==> src/common/serial_pkg.sv <==
// constants and types shared by the asynchronous serial unit
package serial_pkg;
  localparam int data_width = 8;
  localparam int oversample = 16;
  localparam int half_bit = 8;
  localparam logic [1:0] clk_src_internal = 2'b00;
  localparam logic [1:0] clk_src_int_out = 2'b01;
  localparam logic [1:0] clk_src_external = 2'b10;
  localparam logic [15:0] divisor_reset = 16'h0001;
  localparam logic [3:0] sub_reset = 4'h0;
  localparam logic [3:0] bit_reset = 4'h0;
  localparam logic [data_width-1:0] data_reset = 8'h00;
  typedef enum logic [1:0] {st_idle, st_start, st_data, st_stop} frame_state_t;
endpackage

==> src/common/tick_if.sv <==
// sixteen-times tick shared between clock selector and frame engines
`timescale 1ns/100ps
interface tick_if;
  logic tick;
  logic [3:0] phase;
  modport source (output tick, output phase);
  modport sink (input tick, input phase);
endinterface

==> src/core/serial_clock_select.sv <==
// sixteen-times tick source: internal divider or external pin, plus bit clock output
`timescale 1ns/100ps
module serial_clock_select
  import serial_pkg::*;
(
  // clock and reset
  input wire logic clk_sys,
  input wire logic reset_n,
  // configuration
  input wire logic async_mode,
  input wire logic [1:0] clock_source,
  input wire logic [15:0] baud_divisor,
  // pin
  input wire logic serial_clock_pin_in,
  output logic serial_clock_pin_out,
  output logic serial_clock_pin_oe_n,
  // tick
  tick_if.source tk
);
  typedef struct packed {
    logic [15:0] div_cnt;
    logic [3:0] phase;
    logic tick;
    logic pin_q;
    logic clk_out;
    logic oe_n;
  } sel_state_t;
  sel_state_t s, next_s;

  always_comb
  begin
    next_s = s;
    next_s.tick = 1'b0;
    next_s.pin_q = serial_clock_pin_in;
    if (async_mode && clock_source == clk_src_external)
    begin
      next_s.tick = serial_clock_pin_in & ~s.pin_q;
      next_s.div_cnt = divisor_reset;
    end
    else if (s.div_cnt >= baud_divisor)
    begin
      next_s.div_cnt = divisor_reset;
      next_s.tick = 1'b1;
    end
    else
      next_s.div_cnt = s.div_cnt + 16'h0001;
    if (s.tick)
      next_s.phase = s.phase + 4'h1;
    // rising edge at mid bit: low in first half of the bit, high in second
    // taken from the next phase so the fall lines up with the txd change
    next_s.clk_out = (next_s.phase >= 4'(half_bit));
    next_s.oe_n = ~(async_mode && clock_source == clk_src_int_out);
  end

  always_ff @(posedge clk_sys or negedge reset_n)
  begin
    if (!reset_n)
      s <= '{div_cnt: divisor_reset, phase: sub_reset, tick: 1'b0, pin_q: 1'b0,
             clk_out: 1'b0, oe_n: 1'b1};
    else
      s <= next_s;
  end

  assign tk.tick = s.tick;
  assign tk.phase = s.phase;
  assign serial_clock_pin_out = s.clk_out;
  assign serial_clock_pin_oe_n = s.oe_n;
endmodule

==> src/core/async_serial_unit.sv <==
// asynchronous serial unit: independent double-buffered transmitter and receiver
`timescale 1ns/100ps
module async_serial_unit
  import serial_pkg::*;
(
  // clock and reset
  input wire logic clk_sys,
  input wire logic reset_n,
  // configuration
  input wire logic async_mode,
  input wire logic clock_source_bit0,
  input wire logic clock_source_bit1,
  input wire logic [15:0] baud_divisor,
  input wire logic parity_enable,
  input wire logic parity_odd,
  input wire logic two_stop,
  // transmit side
  input wire logic [7:0] tx_data,
  input wire logic tx_write,
  output logic tx_buffer_empty,
  output logic tx_end,
  // receive side
  output logic [7:0] rx_data,
  output logic rx_full,
  input wire logic rx_read,
  output logic rx_frame_error,
  output logic rx_parity_error,
  output logic rx_overrun,
  // serial pins
  output logic txd,
  input wire logic rxd,
  input wire logic serial_clock_pin_in,
  output logic serial_clock_pin_out,
  output logic serial_clock_pin_oe_n
);
  typedef struct packed {
    frame_state_t tst;
    logic [3:0] tsub;
    logic [3:0] tbit;
    logic [7:0] tshift;
    logic tpar;
    logic [7:0] tbuf;
    logic tbuf_empty;
    logic tend;
    logic txd;
    frame_state_t rst;
    logic [3:0] rsub;
    logic [3:0] rbit;
    logic [7:0] rshift;
    logic rpar;
    logic rxd_q;
    logic [7:0] rbuf;
    logic rfull;
    logic fer;
    logic per;
    logic oer;
  } unit_state_t;
  unit_state_t s, next_s;
  tick_if tk ();

  serial_clock_select u_clksel (
    .clk_sys(clk_sys),
    .reset_n(reset_n),
    .async_mode(async_mode),
    .clock_source({clock_source_bit1, clock_source_bit0}),
    .baud_divisor(baud_divisor),
    .serial_clock_pin_in(serial_clock_pin_in),
    .serial_clock_pin_out(serial_clock_pin_out),
    .serial_clock_pin_oe_n(serial_clock_pin_oe_n),
    .tk(tk.source)
  );

  // index of the last data bit, or of the parity slot when parity is on
  function automatic logic [3:0] last_bit(input logic par);
    last_bit = par ? 4'(data_width) : 4'(data_width - 1);
  endfunction

  always_comb
  begin
    next_s = s;
    // ---- transmitter ----
    if (tx_write)
    begin
      next_s.tbuf = tx_data;
      next_s.tbuf_empty = 1'b0;
    end
    if (tk.tick && (s.tst == st_idle || tk.phase == 4'hf))
    begin
      // frames start on a phase wrap so the output clock lines up with bits
      case (s.tst)
        st_idle, st_stop:
        begin
          if (s.tst == st_stop && two_stop && s.tbit == bit_reset)
          begin
            next_s.tbit = 4'h1;
            next_s.txd = 1'b1;
          end
          else if (!s.tbuf_empty && (s.tst == st_stop || tk.phase == 4'hf))
          begin
            next_s.tst = st_start;
            next_s.tshift = s.tbuf;
            next_s.tpar = parity_odd;
            next_s.tbuf_empty = 1'b1;
            next_s.tend = 1'b0;
            next_s.txd = 1'b0;
          end
          else
          begin
            next_s.tst = st_idle;
            next_s.txd = 1'b1;
            next_s.tend = s.tbuf_empty;
          end
        end
        st_start, st_data:
        begin
          if (s.tst == st_start)
            next_s.tbit = bit_reset;
          else
            next_s.tbit = s.tbit + 4'h1;
          if (s.tst == st_data && s.tbit == last_bit(parity_enable))
          begin
            next_s.tst = st_stop;
            next_s.tbit = bit_reset;
            next_s.txd = 1'b1;
          end
          else
          begin
            next_s.tst = st_data;
            if (next_s.tbit == 4'(data_width))
              next_s.txd = s.tpar;
            else
            begin
              next_s.txd = s.tshift[0];
              next_s.tshift = s.tshift >> 1;
              next_s.tpar = s.tpar ^ s.tshift[0];
            end
          end
        end
        default: next_s.tst = st_idle;
      endcase
    end
    // a fresh write wins over the engine emptying the buffer
    if (tx_write)
    begin
      next_s.tbuf_empty = 1'b0;
      next_s.tend = 1'b0;
    end
    // receiver, runs alongside the transmitter
    if (rx_read)
      next_s.rfull = 1'b0;
    if (tk.tick)
    begin
      next_s.rxd_q = rxd;
      next_s.rsub = s.rsub + 4'h1;
      case (s.rst)
        st_idle:
          if (s.rxd_q && !rxd)
          begin
            next_s.rst = st_start;
            next_s.rsub = sub_reset;
          end
        st_start:
          if (s.rsub == 4'(half_bit - 1))
          begin
            next_s.rst = rxd ? st_idle : st_data;
            next_s.rsub = sub_reset;
            next_s.rbit = bit_reset;
            next_s.rpar = parity_odd;
          end
        st_data:
          if (s.rsub == 4'(oversample - 1))
          begin
            next_s.rsub = sub_reset;
            next_s.rbit = s.rbit + 4'h1;
            next_s.rpar = s.rpar ^ rxd;
            if (s.rbit < 4'(data_width))
              next_s.rshift = {rxd, s.rshift[7:1]};
            if (s.rbit == last_bit(parity_enable))
              next_s.rst = st_stop;
          end
        st_stop:
          if (s.rsub == 4'(oversample - 1))
          begin
            // only the first stop bit is checked; later ones are idle line
            next_s.rst = st_idle;
            next_s.fer = !rxd;
            next_s.per = parity_enable && s.rpar;
            if (s.rfull && !rx_read)
              next_s.oer = 1'b1;
            else
            begin
              next_s.rbuf = s.rshift;
              next_s.rfull = 1'b1;
              next_s.oer = 1'b0;
            end
          end
        default: next_s.rst = st_idle;
      endcase
    end
  end

  always_ff @(posedge clk_sys or negedge reset_n)
  begin
    if (!reset_n)
    begin
      s <= '0;
      s.tst <= st_idle;
      s.rst <= st_idle;
      s.tbuf_empty <= 1'b1;
      s.tend <= 1'b1;
      s.txd <= 1'b1;
      s.rxd_q <= 1'b1;
    end
    else
      s <= next_s;
  end

  assign txd = s.txd;
  assign tx_buffer_empty = s.tbuf_empty;
  assign tx_end = s.tend;
  assign rx_data = s.rbuf;
  assign rx_full = s.rfull;
  assign rx_frame_error = s.fer;
  assign rx_parity_error = s.per;
  assign rx_overrun = s.oer;
endmodule

==> config.mk <==
export PLATFORM = sky130hd
export DESIGN_NAME = async_serial_unit
export DESIGN_NICKNAME = d
export VERILOG_FILES = /design/src/common/serial_pkg.sv /design/src/common/tick_if.sv /design/src/core/serial_clock_select.sv /design/src/core/async_serial_unit.sv
export SDC_FILE = /design/constraint.sdc
export NUM_CORES = 1
export LEC_CHECK = 0
export BUFFER_PORTS_ARGS = -buffer_cell sky130_fd_sc_hd__buf_2
export CAP_MARGIN = 20
export CORE_MARGIN = 2
export CORE_UTILIZATION = 30
export DETAILED_ROUTE_END_ITERATION = 8
export PLACE_DENSITY = 0.48
export RECOVER_POWER = 100
export SYNTH_ARGS = -nofsm -noshare
export SYNTH_HDL_FRONTEND = slang
export SYNTH_SLANG_ARGS = --single-unit
==> constraint.sdc <==
create_clock -name clk_sys -period 2.15 [get_ports clk_sys]
set_input_delay 0.43 -clock clk_sys [delete_from_list [all_inputs] [get_ports clk_sys]]
set_output_delay 0.43 -clock clk_sys [all_outputs]
set_load 0.1 [all_outputs]
# After elaboration in Yosys (flattened, before gate mapping)
# Cells that the tools add are included.
# W data, S select, Z words.
# word_totals
input_bits,36
out_inout_bits,17
ff_bits,82
# op_classes
n_eq_ne,25
addsub,5
n_lt_le_gt_ge,3
bitwise,6
muxes,48
reduce_logical,34
# ops
cell,n
$mux W4,10
$mux W9,4
$mux W16,2
$pmux W13 S2,1
$ne A2 B2 Y1 const B,11
$mux W19,1
$add A16 B1 Y16 const B,1
$add A4 B1 Y4 const B,4
$ge A16 B16 Y1,1
$mux W2,8
$reduce_and A4 Y1,4
$eq A4 B4 Y1 const B,3
$mux W1,12
$pmux W4 S3,1
$eq A2 B2 Y1 const B,5
$logic_and A1 B1 Y1,10
$mux W10,1
$eq A4 B4 Y1,2
$mux W8,1
$pmux W2 S4,1
$pmux W4 S2,1
$reduce_bool A2 Y1,4
$eq A2 B1 Y1 const B,3
$mux W6,1
18 further kinds,29

# Logic depth before layout (Yosys ltp)
# logic_depth
word_depth,10
ltp_mapped,9

# Modules after synthesis
# Synthesis repeated with hierarchy kept, for this count alone.
# unflattened
hier_cells,443
area_unflattened_um2,4514.3
# modules_own_cells
module,area_each_um2,cells_per_inst,n_inst
async_serial_unit,3095.5,293,1
serial_clock_select,1418.9,150,1

# Worst setup path before layout
# OpenSTA, ideal clock, no wires.
# synth_timing
kind,register to register
from,register s[60] (netlist bit)
to,register s[49] (netlist bit)
required_ps,2031
t_arrival_ps,1845
stages_incl_launch_ff,8
setup_time_ps,119
slack_ps,186
path_cell_list,dfrtp_1 > inv_1 > ha_1 > or4b_1 > buf_2 > buf_6 > o22a_1 > o21a_1
# synth_via
elab_chain_cells,7
elab_cells_between_ends,23
classes_between,eq/ne (8); mux (4); reduce/logical (11)
# synth_rtl
item,line_no,source
start: declaration,async_serial_unit.sv:58,"unit_state_t s, next_s;"
start signal: assignment,async_serial_unit.sv:215,s <= next_s;
$eq A2 B1 Y1,"async_serial_unit.sv:90, async_serial_unit.sv:116",
$mux W4,async_serial_unit.sv:116,if (s.tst == st_start)
$mux W4,async_serial_unit.sv:90,case (s.tst)
$mux W4,async_serial_unit.sv:87,if (tk.tick && (s.tst == st_idle || tk.phase == 4'hf))
$eq A4 B4 Y1,async_serial_unit.sv:129,if (next_s.tbit == 4'(data_width))
$ne A2 B2 Y1 (no line),--,
$reduce_and A5 Y1 (no line),--,
# Several ways; a longest one is shown, not always the timed one. The select of a mux whose other input is x is not followed.
# A chain may end at the register's enable or synchronous reset.

# Worst setup path after layout
# layout_timing
from,register s[60] (netlist bit)
to,register s[46] (netlist bit)
# Same word-level chain as after synthesis.

==> impl_metrics.py <==
metrics = {
    "run_status": {
        "outcome": "finished, final reports clean",
    },
    "layout": {
        "final.fill_count": 1429,
        "antennaDiodeCount": 0,
        "final_cell_mix": "dfrtp_1 (76), inv_1 (32), buf_2 (31), mux2_2 (26), ha_1 (26)",
        "final_common_cell": "dfrtp_1",
        "seqCellArea_um2": 2060,
        "layout.nets": 531,
        "stdcell_count": 654,
        "multi_input_area_um2": 2020,
        "layout-drive-gt1-share_pct": 25.3,
        "syn_to_final_growth_pct": 18.6,
        "postLayoutCoreUtil_pct": 36.7,
    },
    "synthesis": {
        "synth.avg_cell_area_um2": 10.6,
        "synthTopCellsByArea": "dfrtp_1 (44%), ha_1 (7.5%), mux2_2 (6.8%)",
        "syn_inst": 410,
        "yosys_warnings": 0,
        "synth_flop_cell": "dfrtp_1",
        "synth_top_area_share_pct": 44.0,
        "synth_area_um2": 4330,
        "synthDistinctLibCells": 57,
        "synth_top_cell_by_area": "dfrtp_1",
        "ys_seq_area_share_pct": 47.6,
        "synth_edf_count": 0,
        "syn_nets": 472,
        "synthArstFlopShare_pct": 100,
        "yosys_register_bits": 82,
    },
    "route": {
        "routed_via_density": 4.89,
        "drc": 0,
        "postRouteAntennaNets": 0,
        "wl_mm": 8.97,
        "vias": 3196,
        "first_iter_violations": 198,
        "avgRoutedWirePerCell_um": 13.7,
        "drt-pass1-iter-count": 4,
    },
    "worst_hold_path": {
        "min_to": "u_clksel.s[2]",
        "hold_class": "in2reg",
        "hold_start": "serial_clock_pin_in",
        "min_delay_path_depth": 1,
    },
    "clock_network": {
        "cts_buffer_depth": 2,
        "clk_pin_slew_ns": 0.06,
        "ctsRootBufferMaster": "clkbuf_16",
        "cts_setup_buffers": 0,
        "cts_tree": "built",
        "cts.sink_count": 82,
        "cts_buffers": 9,
        "worst_skew_pair.late_latency_ns": 0.34,
        "cts_max_level": 3,
    },
    "critical_path": {
        "critPathMaxFanout": 14,
        "timing.rr.start": "s[60]",
        "worst_setup_path_end_kind": "flop",
        "cp-start-kind": "flop",
        "cpPeakStageDelay_ns": 0.52,
        "slowest_stage": "or4b_1",
        "worst_ep_arrival_time_ns": 2.25,
        "worstSetupPathType": "reg2reg",
        "critPathBufInv": 2,
        "path_cells": "inv_1, ha_1, a31o_4, nand2_4, or4b_1, buf_4, o22a_1, o21a_1",
        "cpLargestDelayFamily": "simple AND/OR/NAND/NOR gates",
        "r2r_end": "s[46]",
        "ff2ff_setup_slack_ns": 0.12,
        "required_ns": 2.38,
        "r2r.worst_path.cells": 8,
    },
    "grt": {
        "overflow": 0,
        "antenna_found_initial": 0,
        "grt_pass1_wl_mm": 15.6,
        "grt_max_degree": 42,
        "grt_usage_pct": 12.9,
        "grt_pass1_vias": 3205,
    },
    "run": {
        "cap_violations": 0,
    },
    "power_and_ir_drop": {
        "leakagePower_nw": 2.45,
        "powerDensity_nw_per_um2": 989,
        "ir_drop_mv": 0.435,
    },
    "sta": {
        "slew_viol_final": 0,
        "finClkSkew_ns": 0.00925,
        "rsz0062_at_grt": "false",
        "finalSetupViolCount": 0,
        "post-route-period-util_pct": 94.2,
        "slew_headroom_pct": 34.2,
        "hold_violations": 0,
        "setup_tns_ns": 0,
        "fmax_mhz": 494,
        "finalCriticalPeriod_ns": 2.03,
        "tightest_slew_ns": 0.987,
    },
    "placed_design": {
        "portBuffers": 52,
        "hpwl_mm": 6.61,
        "dp.cells": 637,
        "place_congestion": 0.789,
    },
    "floorplanning": {
        "std_cell_rows": 43,
        "ios": 53,
        "die_h_um": 124,
        "die_x_um": 124,
        "initial_core_util_pct": 30.9,
        "coreArea_um2": 14000,
        "die-area_um2": 15400,
    },
}
[metrics by stage]
step	hold slack, ns	power (mW)	worst slack [ns]	area [um2]
2_1_floorplan	0.134	3.05	0.186	4330
3_3_place_gp	0.342	3.36	0.121	4830
3_5_place_dp	0.346	3.39	0.0834	4830
4_1_cts	0.196	5.15	0.0900	5170
5_1_grt	0.218	5.40	0.00616	5130
6_report	0.220	5.07	0.125	5130
[worst max path at each step]
| stage | start | endpoint | slack, ns | cells after the start |
|---|---|---|---|---|
| after floorplan | s[60] | s[49] | 0.19 | 7 |
| after global placement | s[60] | s[43] | 0.12 | 8 |
| after detailed placement | s[60] | s[43] | 0.08 | 8 |
| after CTS | s[60] | s[43] | 0.09 | 8 |
| after global routing | s[26] | s[16] | 0.006 | 7 |
| final | s[60] | s[46] | 0.12 | 8 |
[cell type report]
type | count | area share [%]
Multi-Input combinational cell | 275 | 39.3
Tap cell | 180 | 4.39
Clock buffer | 9 | 4.39
Timing Repair Buffer | 69 | 7.32
Clock inverter | 7 | 2.07
Sequential cell | 82 | 40.1
Inverter | 32 | 2.34
[registers in the layout, summed over array words and instances (netlist names)]
| signal | count |
|---|---|
| rx_data | 8 |
| rx_frame_error | 1 |
| rx_full | 1 |
| rx_overrun | 1 |
| rx_parity_error | 1 |
| s | 43 |
| tx_buffer_empty | 1 |
| tx_end | 1 |
| txd | 1 |
| u_clksel.s | 17 |
| u_clksel.serial_clock_pin_oe_n | 1 |
| u_clksel.serial_clock_pin_out | 1 |
| u_clksel.tk.phase | 4 |
| u_clksel.tk.tick | 1 |
[metal layers]
layer,vias up,wire length [um],GRT usage (%)
li1,1570,-,-
met1,1566,4470,17.3
met2,50,4090,20.3
met3,10,300,3.80
met4,0,110,3.93
met5,-,0,0
[cells in the mapped netlist, types with 4 or more instances]
cell / n
a211oi_1: 4
a21oi_1: 12
a31oi_1: 6
and2_1: 4
and3_1: 5
and4_1: 7
buf_4: 10
clkbuf_1: 6
dfrtp_1: 76
dfstp_2: 6
ha_1: 26
inv_1: 32
mux2_2: 26
nand2_1: 24
nand3_1: 14
nand4_1: 5
nor2_1: 17
nor3_1: 21
o21a_1: 9
o21ai_0: 23
o22a_1: 6
o31ai_1: 4
or3b_2: 5
xnor2_1: 10
xor2_1: 11
[worst register-to-register path, cell delays in order (launching register included)]
cell and delay [ns]:
dfrtp_1 0.42, inv_1 0.10, ha_1 0.17, a31o_4 0.12, nand2_4 0.08, or4b_1 0.52
buf_4 0.20, o22a_1 0.21, o21a_1 0.10
[power by group]
part	total, mW	internal [mW]	switching [mW]	leakage [nW]
registers	2.16	1.84	0.312	1.04
clock network	1.71	1.04	0.672	0.163
logic	1.20	0.529	0.673	1.24
total	5.07	3.41	1.66	2.45
[timing repair]
| action | 4_1_cts | 5_1_grt |
|---|---|---|
| setup endpoints to repair | 0 | 10 |
| resized for setup | 0 | 2 |
| hold endpoints to repair | 18 | 0 |
| hold buffers | 1 | 0 |
[kinds of logic after synthesis]
logic type / share of synthesized area, %
compound gates: 13.1
xor+xnor: 4.25
fa+ha+maj: 7.52
buf+inv: 5.70
flops: 47.6
mux: 7.00
simple gates: 14.8
Power figures use the tool's default switching activity.
